### config.mk
export PLATFORM = sky130hd
export DESIGN_NAME = pack_presence_and_bus_watch
export DESIGN_NICKNAME = d
export VERILOG_FILES = /design/src/hw/pw_pkg.sv /design/src/hw/pack_presence_and_bus_watch.sv
export SDC_FILE = /design/constraint.sdc
export NUM_CORES = 1
export LEC_CHECK = 0
export BUFFER_PORTS_ARGS = -buffer_cell sky130_fd_sc_hd__clkbuf_2
export CELL_PAD_IN_SITES_DETAIL_PLACEMENT = 1
export CELL_PAD_IN_SITES_GLOBAL_PLACEMENT = 1
export CORE_MARGIN = 5
export CORE_UTILIZATION = 43
export CTS_BUF_LIST = sky130_fd_sc_hd__clkbuf_8 sky130_fd_sc_hd__clkbuf_16
export CTS_CLUSTER_DIAMETER = 80
export DETAILED_ROUTE_END_ITERATION = 6
export PLACE_DENSITY_LB_ADDON = 0.1
export SLEW_MARGIN = 20
export SYNTH_ARGS = -nofsm -noshare
export SYNTH_HDL_FRONTEND = slang
export SYNTH_SLANG_ARGS = --single-unit
### constraint.sdc
create_clock -name clk_i -period 3.61 [get_ports clk_i]
set_clock_uncertainty 0.1 [all_clocks]
set_input_delay 0.5415 -clock clk_i [delete_from_list [all_inputs] [get_ports clk_i]]
set_output_delay 0.5415 -clock clk_i [all_outputs]
set_load 0.1 [all_outputs]
### src/hw/pw_pkg.sv
// constants and types shared by the pack presence and bus watch block
package pw_pkg;
    localparam int CLK_HZ = 20_000_000;
    localparam int T_TOUT_MS = 25;
    localparam int TOUT_CYC = CLK_HZ / 1000 * T_TOUT_MS;
    localparam int T_IDLE_US = 50;
    localparam int IDLE_CYC = CLK_HZ / 1_000_000 * T_IDLE_US;
    localparam int T_SEXT_MS = 25;
    localparam int SEXT_CYC = CLK_HZ / 1000 * T_SEXT_MS;
    // master clock 51.2 kHz, given in tenths of a hertz
    localparam int F_MAS_DHZ = 512_000;
    localparam int MAS_HALF_CYC = CLK_HZ / (F_MAS_DHZ / 10) / 2;
    localparam int T_SEC_MS = 1000;
    localparam int SEC_CYC = CLK_HZ / 1000 * T_SEC_MS;
    localparam int T_BIAS_US = 100;
    localparam int BIAS_CYC = CLK_HZ / 1_000_000 * T_BIAS_US;
    localparam int STRAP_CYC = 4;
    // one accumulator count is 0.65 nVh, kept in pVh
    localparam int CC_LSB_PVH = 650;
    // register byte offsets
    localparam logic [7:0] A_OPCFG = 8'h00;
    localparam logic [7:0] A_STAT = 8'h04;
    localparam logic [7:0] A_ISTS = 8'h08;
    localparam logic [7:0] A_IMSK = 8'h0C;
    localparam logic [7:0] A_MCTL = 8'h10;
    localparam logic [7:0] A_CCACC = 8'h14;
    localparam logic [7:0] A_CUR = 8'h18;
    localparam logic [15:0] OPCFG_RST = 16'h6140;
    localparam int NR_BIT = 3;
    localparam int MGO_BIT = 8;
    // interrupt status bits
    localparam int IRQ_W = 6;
    localparam int I_TOUT = 0;
    localparam int I_IDLE = 1;
    localparam int I_SEXT = 2;
    localparam int I_MDONE = 3;
    localparam int I_PACK_PRESENT_INPUT = 4;
    localparam int I_MEAS = 5;
    typedef enum logic {PS_REMOVED, PS_NORMAL} pack_present_input_state_e;
    typedef enum logic [2:0] {M_IDLE, M_START, M_LOW, M_HIGH, M_STOP_LOW, M_STOP_HIGH} mst_state_e;
endpackage

### src/hw/pack_presence_and_bus_watch.sv
// pack presence, bus watch, bus master, oscillator pick and charge counter
`timescale 1ns/1ps
module pack_presence_and_bus_watch
    import pw_pkg::*;
#(
    parameter int TOUT_P = TOUT_CYC,
    parameter int SEXT_P = SEXT_CYC,
    parameter int SEC_P = SEC_CYC
)
(
    input logic clk_i,
    input logic nrst_i,
    input logic [7:0] wb_adr_i,
    input logic [31:0] wb_dat_i,
    output logic [31:0] wb_dat_o,
    input logic wb_we_i,
    input logic [3:0] wb_sel_i,
    input logic wb_cyc_i,
    input logic wb_stb_i,
    output logic wb_ack_o,
    output logic irq_o,
    input logic bus_clock_line_i,
    output logic bus_clock_line_o,
    output logic bus_clock_line_oe_o,
    input logic bus_data_line_i,
    output logic bus_data_line_o,
    output logic bus_data_line_oe_o,
    input logic pack_present_input_n_i,
    output logic presence_bias_output_o,
    input logic osc_set_resistor_pin_i,
    output logic osc_internal_en_o,
    output logic osc_crystal_en_o,
    output logic chg_fet_en_o,
    output logic dsg_fet_en_o,
    output logic precharge_fet_en_o,
    input logic signed [15:0] cc_sample_i,
    input logic cc_valid_i,
    output logic adc_start_o,
    output logic cc_charge_o,
    output logic cc_discharge_o
);
    localparam int TW = $clog2(TOUT_P + 1);
    localparam int XW = $clog2(SEXT_P + 1);
    localparam int SW = $clog2(SEC_P);
    localparam int IW = $clog2(IDLE_CYC + 1);
    // cycles a released clock still reads low through the synchroniser
    localparam int LAG = 2;

    // byte lanes to bit mask
    function automatic logic [31:0] lane_mask(input logic [3:0] sel);
        lane_mask = {{8{sel[3]}}, {8{sel[2]}}, {8{sel[1]}}, {8{sel[0]}}};
    endfunction

    // ****************************************
    // input synchronisers
    // ****************************************
    logic [3:0] s1_ff;
    logic [3:0] s2_ff;
    logic scl_d_ff;
    logic sda_d_ff;
    wire logic scl = s2_ff[0];
    wire logic sda = s2_ff[1];
    wire logic pack_present_input_n = s2_ff[2];
    wire logic osc_set_resistor_pin = s2_ff[3];

    // two stages for every pin, then one delay for edges
    always_ff @(posedge clk_i)
    begin
        if (!nrst_i)
        begin
            s1_ff <= 4'hF;
            s2_ff <= 4'hF;
            scl_d_ff <= 1'b1;
            sda_d_ff <= 1'b1;
        end
        else
        begin
            s1_ff <= {osc_set_resistor_pin_i, pack_present_input_n_i,
                      bus_data_line_i, bus_clock_line_i};
            s2_ff <= s1_ff;
            scl_d_ff <= scl;
            sda_d_ff <= sda;
        end
    end

    // ****************************************
    // bus watch
    // ****************************************
    logic [TW-1:0] low_cnt_ff;
    logic [IW-1:0] hi_cnt_ff;
    logic in_msg_ff;
    logic wait_start_ff;
    logic [XW-1:0] ext_cnt_ff;
    mst_state_e mst_st_ff;
    wire logic start_det = scl && scl_d_ff && sda_d_ff && !sda;
    wire logic stop_det = scl && scl_d_ff && !sda_d_ff && sda;
    wire logic timeout_hit = in_msg_ff && !scl && low_cnt_ff == TW'(TOUT_P);
    wire logic idle_hit = in_msg_ff && scl && hi_cnt_ff == IW'(IDLE_CYC);
    wire logic sext_hit = mst_st_ff == M_HIGH && ext_cnt_ff == XW'(SEXT_P);
    wire logic abort = timeout_hit || idle_hit || sext_hit;

    // low and high time counters, saturating at their limits
    always_ff @(posedge clk_i)
    begin
        if (!nrst_i || scl)
            low_cnt_ff <= '0;
        else if (low_cnt_ff != TW'(TOUT_P))
            low_cnt_ff <= low_cnt_ff + 1'b1;
    end

    always_ff @(posedge clk_i)
    begin
        if (!nrst_i || !scl || start_det)
            hi_cnt_ff <= '0;
        else if (hi_cnt_ff != IW'(IDLE_CYC))
            hi_cnt_ff <= hi_cnt_ff + 1'b1;
    end

    // message framing; a start wins over an abort in the same cycle
    always_ff @(posedge clk_i)
    begin
        if (!nrst_i)
        begin
            in_msg_ff <= 1'b0;
            wait_start_ff <= 1'b0;
        end
        else
        begin
            in_msg_ff <= start_det || (in_msg_ff && !stop_det && !abort);
            wait_start_ff <= !start_det && (abort || wait_start_ff);
        end
    end

    // ****************************************
    // bus master
    // ****************************************
    logic [7:0] half_cnt_ff;
    logic [3:0] bit_cnt_ff;
    logic [7:0] shift_ff;
    logic [7:0] mbyte_ff;
    logic scl_oe_ff;
    logic sda_oe_ff;
    logic nack_ff;
    logic go;
    mst_state_e nxt_st;
    logic [7:0] nxt_half;
    logic [3:0] nxt_bit;
    logic [7:0] nxt_shift;
    logic nxt_scl_oe;
    logic nxt_sda_oe;
    logic nxt_nack;
    logic [XW-1:0] nxt_ext;
    logic mdone;
    wire logic half_end = half_cnt_ff == 8'(MAS_HALF_CYC - 1);
    wire logic mst_busy = mst_st_ff != M_IDLE;

    // start, eight data bits, ack slot, stop at a fixed half period
    always_comb
    begin
        nxt_st = mst_st_ff;
        nxt_half = half_cnt_ff + 1'b1;
        nxt_bit = bit_cnt_ff;
        nxt_shift = shift_ff;
        nxt_scl_oe = scl_oe_ff;
        nxt_sda_oe = sda_oe_ff;
        nxt_nack = nack_ff;
        nxt_ext = ext_cnt_ff;
        mdone = 1'b0;
        case (mst_st_ff)
            M_IDLE:
            begin
                nxt_half = '0;
                nxt_ext = '0;
                if (go)
                begin
                    nxt_st = M_START;
                    nxt_sda_oe = 1'b1;
                    nxt_shift = wb_dat_i[7:0];
                    nxt_bit = '0;
                end
            end
            M_START:
            begin
                if (half_end)
                begin
                    nxt_half = '0;
                    nxt_scl_oe = 1'b1;
                    nxt_st = M_LOW;
                end
            end
            M_LOW:
            begin
                // low phase never lengthened, so the stretch count keeps its value
                if (half_cnt_ff == 8'h00)
                    nxt_sda_oe = bit_cnt_ff[3] ? 1'b0 : !shift_ff[7];
                if (half_end)
                begin
                    nxt_half = '0;
                    nxt_scl_oe = 1'b0;
                    nxt_st = M_HIGH;
                end
            end
            M_HIGH:
            begin
                if (!scl)
                begin
                    // sync lag does not restart the high phase
                    if (half_cnt_ff >= 8'(LAG))
                        nxt_half = '0;
                    nxt_ext = ext_cnt_ff + 1'b1;
                end
                else if (half_end)
                begin
                    nxt_half = '0;
                    nxt_scl_oe = 1'b1;
                    nxt_shift = {shift_ff[6:0], 1'b0};
                    if (bit_cnt_ff[3])
                    begin
                        nxt_nack = sda;
                        nxt_st = M_STOP_LOW;
                    end
                    else
                    begin
                        nxt_bit = bit_cnt_ff + 1'b1;
                        nxt_st = M_LOW;
                    end
                end
            end
            M_STOP_LOW:
            begin
                if (half_cnt_ff == 8'h00)
                    nxt_sda_oe = 1'b1;
                if (half_end)
                begin
                    nxt_half = '0;
                    nxt_scl_oe = 1'b0;
                    nxt_st = M_STOP_HIGH;
                end
            end
            M_STOP_HIGH:
            begin
                if (!scl && half_cnt_ff >= 8'(LAG))
                    nxt_half = '0;
                else if (scl && half_end)
                begin
                    nxt_sda_oe = 1'b0;
                    nxt_st = M_IDLE;
                    mdone = 1'b1;
                end
            end
            default:
                nxt_st = M_IDLE;
        endcase
        // any abort lets go of both lines at once
        if (abort)
        begin
            nxt_st = M_IDLE;
            nxt_scl_oe = 1'b0;
            nxt_sda_oe = 1'b0;
        end
    end

    always_ff @(posedge clk_i)
    begin
        if (!nrst_i)
        begin
            mst_st_ff <= M_IDLE;
            half_cnt_ff <= '0;
            bit_cnt_ff <= '0;
            shift_ff <= '0;
            scl_oe_ff <= 1'b0;
            sda_oe_ff <= 1'b0;
            nack_ff <= 1'b0;
            ext_cnt_ff <= '0;
        end
        else
        begin
            mst_st_ff <= nxt_st;
            half_cnt_ff <= nxt_half;
            bit_cnt_ff <= nxt_bit;
            shift_ff <= nxt_shift;
            scl_oe_ff <= nxt_scl_oe;
            sda_oe_ff <= nxt_sda_oe;
            nack_ff <= nxt_nack;
            ext_cnt_ff <= nxt_ext;
        end
    end

    assign bus_clock_line_o = 1'b0;
    assign bus_data_line_o = 1'b0;
    assign bus_clock_line_oe_o = scl_oe_ff;
    assign bus_data_line_oe_o = sda_oe_ff;

    // ****************************************
    // oscillator pick, presence, measurement
    // ****************************************
    logic [2:0] strap_cnt_ff;
    logic osc_int_ff;
    logic osc_xtal_ff;
    logic [SW-1:0] sec_cnt_ff;
    logic bias_ff;
    pack_present_input_state_e ps_ff;
    logic [2:0] fet_ff;
    logic meas_ff;
    logic [15:0] opcfg_ff;
    wire logic sec_tick = sec_cnt_ff == SW'(SEC_P - 1);
    wire logic [SW-1:0] nxt_sec = sec_tick ? '0 : sec_cnt_ff + 1'b1;
    wire logic sample_stb = bias_ff && sec_cnt_ff == SW'(BIAS_CYC - 1);
    wire logic ignore = opcfg_ff[NR_BIT];
    wire pack_present_input_state_e nxt_ps = ignore ? PS_NORMAL :
        !sample_stb ? ps_ff : pack_present_input_n ? PS_REMOVED : PS_NORMAL;

    // internal oscillator runs first; crystal only without the resistor
    always_ff @(posedge clk_i)
    begin
        if (!nrst_i)
        begin
            strap_cnt_ff <= '0;
            osc_int_ff <= 1'b1;
            osc_xtal_ff <= 1'b0;
        end
        else if (strap_cnt_ff != 3'(STRAP_CYC))
        begin
            strap_cnt_ff <= strap_cnt_ff + 1'b1;
            if (strap_cnt_ff == 3'(STRAP_CYC - 1))
            begin
                osc_int_ff <= osc_set_resistor_pin;
                osc_xtal_ff <= !osc_set_resistor_pin;
            end
        end
    end

    // one second frame: bias pulse at its start, state and fets follow
    always_ff @(posedge clk_i)
    begin
        if (!nrst_i)
        begin
            sec_cnt_ff <= SW'(SEC_P - 1); // first edge after reset opens a second
            bias_ff <= 1'b0;
            ps_ff <= PS_REMOVED;
            fet_ff <= 3'h4;
            meas_ff <= 1'b0;
        end
        else
        begin
            sec_cnt_ff <= nxt_sec;
            bias_ff <= nxt_sec < SW'(BIAS_CYC);
            ps_ff <= nxt_ps;
            fet_ff <= (nxt_ps == PS_NORMAL) ? 3'h3 : 3'h4;
            meas_ff <= sec_tick && ps_ff == PS_NORMAL;
        end
    end

    assign osc_internal_en_o = osc_int_ff;
    assign osc_crystal_en_o = osc_xtal_ff;
    assign presence_bias_output_o = bias_ff;
    assign chg_fet_en_o = fet_ff[0];
    assign dsg_fet_en_o = fet_ff[1];
    assign precharge_fet_en_o = fet_ff[2];
    assign adc_start_o = meas_ff;

    // ****************************************
    // charge counter
    // ****************************************
    logic signed [31:0] acc_ff;
    logic signed [15:0] cur_ff;
    logic chg_ff;
    logic dsg_ff;

    // signed integration of each integrator result, latched on every valid sample
    always_ff @(posedge clk_i)
    begin
        if (!nrst_i)
        begin
            acc_ff <= '0;
            cur_ff <= '0;
            chg_ff <= 1'b0;
            dsg_ff <= 1'b0;
        end
        else
        begin
            if (cc_valid_i)
            begin
                acc_ff <= acc_ff + 32'(cc_sample_i);
                cur_ff <= cc_sample_i;
                chg_ff <= cc_sample_i > 16'sh0000;
                dsg_ff <= cc_sample_i < 16'sh0000;
            end
        end
    end

    assign cc_charge_o = chg_ff;
    assign cc_discharge_o = dsg_ff;

    // ****************************************
    // register bus and interrupts
    // ****************************************
    logic ack_ff;
    logic [31:0] dat_ff;
    logic [IRQ_W-1:0] sts_ff;
    logic [IRQ_W-1:0] msk_ff;
    logic irq_ff;
    logic [31:0] cur_reg;
    wire logic req = wb_cyc_i && wb_stb_i && !ack_ff;
    wire logic wr = req && wb_we_i;
    wire logic [31:0] wm = lane_mask(wb_sel_i);
    wire logic [31:0] wd = wb_dat_i & wm;
    wire logic [IRQ_W-1:0] ev = {meas_ff, nxt_ps != ps_ff, mdone,
                                 sext_hit, idle_hit, timeout_hit};
    wire logic [31:0] stat = {25'h0, wait_start_ff, in_msg_ff, osc_xtal_ff,
                              dsg_ff, chg_ff, mst_busy, ps_ff == PS_NORMAL};
    wire logic [31:0] rd =
        (wb_adr_i == A_OPCFG) ? {16'h0, opcfg_ff} :
        (wb_adr_i == A_STAT) ? stat :
        (wb_adr_i == A_ISTS) ? 32'(sts_ff) :
        (wb_adr_i == A_IMSK) ? 32'(msk_ff) :
        (wb_adr_i == A_MCTL) ? {22'h0, nack_ff, mst_busy, mbyte_ff} :
        (wb_adr_i == A_CCACC) ? acc_ff :
        (wb_adr_i == A_CUR) ? cur_reg : 32'h0;
    assign go = wr && wb_adr_i == A_MCTL && wd[MGO_BIT] && !mst_busy;
    assign cur_reg = 32'(cur_ff);

    // ack one cycle after the request, read data registered with it
    always_ff @(posedge clk_i)
    begin
        if (!nrst_i)
        begin
            ack_ff <= 1'b0;
            dat_ff <= '0;
        end
        else
        begin
            ack_ff <= req;
            dat_ff <= req ? rd : 32'h0;
        end
    end

    // writable registers; a new event wins over its write-one clear
    always_ff @(posedge clk_i)
    begin
        if (!nrst_i)
        begin
            opcfg_ff <= OPCFG_RST;
            mbyte_ff <= '0;
            sts_ff <= '0;
            msk_ff <= '0;
            irq_ff <= 1'b0;
        end
        else
        begin
            if (wr && wb_adr_i == A_OPCFG)
                opcfg_ff <= (opcfg_ff & ~wm[15:0]) | wd[15:0];
            if (go && wb_sel_i[0])
                mbyte_ff <= wd[7:0];
            if (wr && wb_adr_i == A_IMSK)
                msk_ff <= (msk_ff & ~wm[IRQ_W-1:0]) | wd[IRQ_W-1:0];
            sts_ff <= (sts_ff & ~((wr && wb_adr_i == A_ISTS) ? wd[IRQ_W-1:0] : '0)) | ev;
            irq_ff <= |(sts_ff & msk_ff);
        end
    end

    assign wb_ack_o = ack_ff;
    assign wb_dat_o = dat_ff;
    assign irq_o = irq_ff;

    logic pack_present_input_n_q;
    // presence level one cycle back, seen by the check after the sample
    always_ff @(posedge clk_i)
        pack_present_input_n_q <= pack_present_input_n;
endmodule

Yosys cells after proc, flatten, opt, wreduce, memory -nomap -nowiden
Index checks and enable logic that the tools add are counted.
{"block": "word_totals", "mem_count": 0, "ram_bits": 0, "output_inout_bits": 47, "input_bits": 70, "rom_bits": 0, "latchBits": 0, "elab_cells": 216, "regBits": 242}
{"block": "op_classes", "n_mul": 0, "n_bitwise": 13, "shifts": 0, "n_div": 0, "n_addsub": 8, "eq_ne": 35, "n_reduce_logical": 66, "magnitude_cmp": 4, "mux": 53}
{"operator": "16-bit 2-to-1 mux", "count": 5}
{"operator": "32-bit 2-to-1 mux", "count": 2}
{"operator": "8-bit 2-to-1 mux", "count": 7}
{"operator": "19-bit by 1-bit adder with 19-bit output, second input constant", "count": 2}
{"operator": "19-bit == test, second input constant", "count": 2}
{"operator": "19-bit case mux with 2 select lines", "count": 1}
{"operator": "32-bit by 16-bit adder with 32-bit output", "count": 1}
{"operator": "16-bit AND", "count": 2}
{"operator": "8-bit case mux with 4 select lines", "count": 1}
{"operator": "3-bit 2-to-1 mux", "count": 10}
{"operator": "1-bit logical AND", "count": 27}
{"operator": "25-bit by 1-bit adder with 25-bit output, second input constant", "count": 1}
{"operator": "25-bit by 11-bit == test with 1-bit output, second input constant", "count": 1}
{"operator": "25-bit == test, second input constant", "count": 1}
{"operator": "25-bit by 11-bit less-than comparator with 1-bit output, second input constant", "count": 1}
{"operator": "25-bit 2-to-1 mux", "count": 1}
{"operator": "8-bit by 5-bit == test with 1-bit output, second input constant", "count": 3}
{"operator": "2-bit inequality test, second input constant", "count": 12}
{"operator": "19-bit 2-to-1 mux", "count": 1}
{"operator": "19-bit inequality test, second input constant", "count": 1}
{"operator": "6-bit AND", "count": 3}
{"operator": "3-bit case mux with 6 select lines", "count": 1}
{"operator": "8-bit by 4-bit == test with 1-bit output, second input constant", "count": 2}
{"operator": "16-bit by 1-bit greater-than comparator with 1-bit output, second input constant", "count": 1}
{"operator": "45 further kinds", "count": 90}

Logic depth before layout (Yosys ltp)
{"block": "logic_depth", "depth_word": 8, "depth_mapped": 12, "mapped_depth_nobuf": 11}

Least setup slack after synthesis
OpenSTA, ideal clock, no wires.
{"block": "synth_path", "path_type": "input to register", "start": "input cc_sample_i[0]", "end": "register acc_ff[28]", "n_path_buf": 0, "required_ps": 3415, "setup_time_ps": 95, "path_slack_ps": 643, "path_stages": 11, "arrival_ps": 2771, "cell_sequence": "ha_1 > fa_1 > a21o_1 > a221o_2 > a31oi_4 > o221ai_2 > o21ai_1 > nor2b_1 > o21ai_1 > mux2_2 > o311ai_1"}
{"block": "synth_between", "elab_chain_len": 1}
{"element": "start: declaration", "line_no": "pack_presence_and_bus_watch.sv:36", "rtl": "input logic signed [15:0] cc_sample_i,"}
{"element": "32-bit by 16-bit adder with 32-bit output", "line_no": "pack_presence_and_bus_watch.sv:384", "rtl": "acc_ff <= acc_ff + 32'(cc_sample_i);"}
{"element": "end signal: assignment", "line_no": "pack_presence_and_bus_watch.sv:384"}
{"element": "end: declaration", "line_no": "pack_presence_and_bus_watch.sv:365", "rtl": "logic signed [31:0] acc_ff;"}
No other way between the ends.
A chain may end at the register's enable or synchronous reset.

Final worst setup path
{"block": "layout_path", "start": "register acc_ff[0]", "end": "register acc_ff[16]"}
{"block": "layout_between", "elab_chain_len": 1}
{"element": "32-bit by 16-bit adder with 32-bit output", "line_no": "pack_presence_and_bus_watch.sv:384"}
No other way between the ends.

==> summary.md <==
| Metric | Value |
|---|---|
| Run status | `completed` |
| Yosys top cell area share | `40.7%` |
| Switching Share | `32.2%` |
| Slew margin rel. | `40.1%` |
| Worst endpoint required time | `3970 ps` |
| Pins Over Slew Limit | `0` |
| Final period util | `approximately 84%` |
| Core Util, Final | `50.0%` |
| Pin count of the biggest net entering global routing | `60` |
| Hold Crit Class | `in2reg` |
| Total Neg Setup Slack | `0 ps` |
| Hold Buf Count CTS | `0` |
| Vias in the first global route | `10219` |
| Syn Area/Cell | `roughly 8.6 sq um` |
| Initial antenna violation count | `0` |
| Wire length on met3 | `1110 microns` |
| Residual DRC count | `0` |
| Total wire length | `32600 microns` |
| Clock power share | `a little over a third` |
| Chip Height | `between 150 and 200 microns` |
| Critical setup path kind | `reg2reg` |
| CTS sink cnt | `roughly 240` |
| Routed Antenna Nets | `0` |
| Fillers | `3233` |
| RSZ-0062 raised after global routing | `false` |
| Post-CTS sizing | `0` |
| Ratio of cells with drive above 1 in the final layout | `12.9%` |
| Top area cells in the synthesized netlist | `dfxtp_1, mux2i_1, nor2_1` |
| Vias | `10000` |
| CTS buffer count | `29` |
| GRT Util Overall | `20.7%` |
| N_diodes | `0` |
| DR vias/cell | `5.52` |
| CP max FO | `4` |
| Pwr Total | `7740 uW` |
| YS warnings | `0` |
| Area after DPL | `between 0.01 and 0.015 sq mm` |
| Multi-input gate area | `0.00655 sq mm` |
| Max layer used | `met4` |
| CTS clk-pin slew, worst paths | `approximately 60 ps` |
| CTS Buffer Depth | `3` |
| Grt ovf | `0` |
| Cells after Synth | `1363` |
| Final number of setup-violating endpoints | `0` |
| TritonCTS clock tree | `yes` |
| H-tree Lvls | `1` |
| Average routed wire per standard cell | `between 15 and 20 microns` |
| Internal power | `5250 uW` |
| Startpoint Class | `flip-flop` |
| FF/Latch Area | `~0.0048 sq mm` |
| Nets | `~1600` |
| Combinational power share | `23.9%` |
| Leakage | `0.00549 uW` |
| Fmax | `around 0.33 GHz` |
| Postcts setup bufs | `0` |
| Worst endpoint data arrival time | `3400 ps` |
| Synthesis-to-layout area growth | `14.6%` |
| Die Wd | `175 microns` |
| Final worst path period need | `3040 ps` |
| CORE AREA | `between 0.02 and 0.03 sq mm` |
| Initial core utilization | `between 40% and 50%` |
| Placer Congestion | `about 0.84` |
| Die ar. | `approximately 0.031 sq mm` |
| Post-synth cell types | `83` |
| Met2 WL | `14900 microns` |
| Router iterations before antenna repair | `6` |
| Net Switching | `~2500 uW` |
| Clk Latency, worst-skew pair | `540 ps` |
| Post-Layout Inst Area | `0.0135 sq mm` |
| Num rows | `60` |
| Hold_ws | `95.6 ps` |
| Yosys reg bits | `239` |
| Crit. End Element | `flip-flop` |
| Root Buffer | `clkbuf_16` |
| Most frequent cell after synthesis | `dfxtp_1` |
| Area leader, netlist | `dfxtp_1` |
| PD cells | `574 mW/mm^2` |
| MaxCap Viol Count | `0` |
| Final Hold Viols | `0` |
| IO Pins | `117` |
| Synth cell count leaders | `dfxtp_1, nor2_1, nand2_1, a21oi_1, mux2i_1` |
| Predominant post-synthesis flop cell | `dfxtp_1` |
| Slew of the pin with the lowest slew margin | `891 ps` |
| IO buf count | `96` |
| Synth Cell Area | `approximately 0.012 sq mm` |
| Seq/Total Area, Yosys | `around two fifths` |
| Asr flop ratio synth | `0%` |
| Wl on met1 | `15800 microns` |
| Initial DRC count | `593` |
| Number of flops mapped to enable cells by yosys | `0` |
| Share of power burned in registers | `40.4%` |
| First-pass GRT wire length | `53600 microns` |
| Post-detail-place hpwl | `23700 microns` |
| VDD IR max | `between 0.0003 and 0.0004 V` |
-- metrics by stage --
stage          worst slack [ps]  std cells
5_1_grt                     349       1811
6_report                    566       1811
3_5_place_dp                254       1759
2_1_floorplan               643       1364
4_1_cts                     583       1811
3_3_place_gp                268       1759
-- flip-flops by register name (all words and copies together), names as in the netlist, 2 cells and up, named ones only --
register      flops
acc_ff           32
bit_cnt_ff        4
cur_ff           16
ext_cnt_ff       19
fet_ff            2
half_cnt_ff       8
hi_cnt_ff        10
low_cnt_ff       19
mbyte_ff          8
mst_st_ff         3
s1_ff             4
s2_ff             4
sec_cnt_ff       25
shift_ff          8
strap_cnt_ff      3
sts_ff            6
wb_dat_o         32
-- logic make-up (layout without fill, tap and decap cells) --
group	count (synthesis)	after routing	share of synthesized area [%]
compound gates	263	263	14.2
xor+xnor	98	98	7.30
fa+ha+maj	47	47	5.04
buf+inv	95	201	3.71
flops	239	239	40.7
mux	78	78	6.66
other cells	1	2	0.0319
simple gates	542	542	22.3
-- layer usage --
metal / GRT usage (%) / vias to the layer above
met5: 0 / -
met1: 29.0 / 4813
met2: 34.5 / 166
li1: - / 4973
met4: 4.58 / 0
met3: 2.65 / 48
-- final cells by class --
class	count	share of cell area, %
inverter	29	0.808
timing repair buffer	120	5.09
clock inverter	16	0.715
tap	341	3.17
clock buffer	36	6.10
sequential	239	35.5
multi-input combinational	1030	48.6
-- placed cells by master, fill, tap and decap left out, types with 8 or more instances in the layout --
cell type	count
nor4_1	8
nor2_1	199
nand2_1	115
o211ai_1	8
ha_1	45
a211oi_1	13
xnor2_1	40
a22oi_1	19
xor2_1	58
and3_1	29
nand4_1	14
a21o_1	17
a31oi_1	12
a21oi_1	83
clkbuf_16	29
inv_1	37
buf_4	22
nand3_1	55
nand3b_1	18
a222oi_1	8
mux2i_1	76
or3_1	10
nand2b_1	17
clkbuf_2	96
nor3_1	25
dfxtp_1	239
and2_1	9
o21ai_0	61
-- power groups by stage --
| stage | sequential (uW) | clock, uW | combinational, uW |
|---|---|---|---|
| 3_3_place_gp | 3180 | 0 | 1800 |
| 5_1_grt | 3170 | 2960 | 2060 |
| 3_5_place_dp | 3180 | 0 | 1850 |
| 4_1_cts | 3130 | 2850 | 1870 |
| 2_1_floorplan | 3130 | 0 | 1440 |
| 6_report | 3130 | 2760 | 1850 |
-- worst max-delay path: stages (launching register included) --
cell and delay, ps:
dfxtp_1 320, ha_1 210, fa_1 410, a21o_1 200, a221o_2 420, a31oi_4 240, nand2_1 140, a21boi_1 350
nand2b_1 90, a21oi_1 210, nand4_1 130, o211ai_1 140
-- final timing paths --
kind                            slack, ps                   start  depth (start not counted)          to
worst min register to register        310                s1_ff[0]                          1    s2_ff[0]
worst max-delay path                  570               acc_ff[0]                         11  acc_ff[16]
worst max register to register        570               acc_ff[0]                         11  acc_ff[16]
worst min-delay path                  100  osc_set_resistor_pin_i                          2    s1_ff[3]
Power figures use the tool's default switching activity.
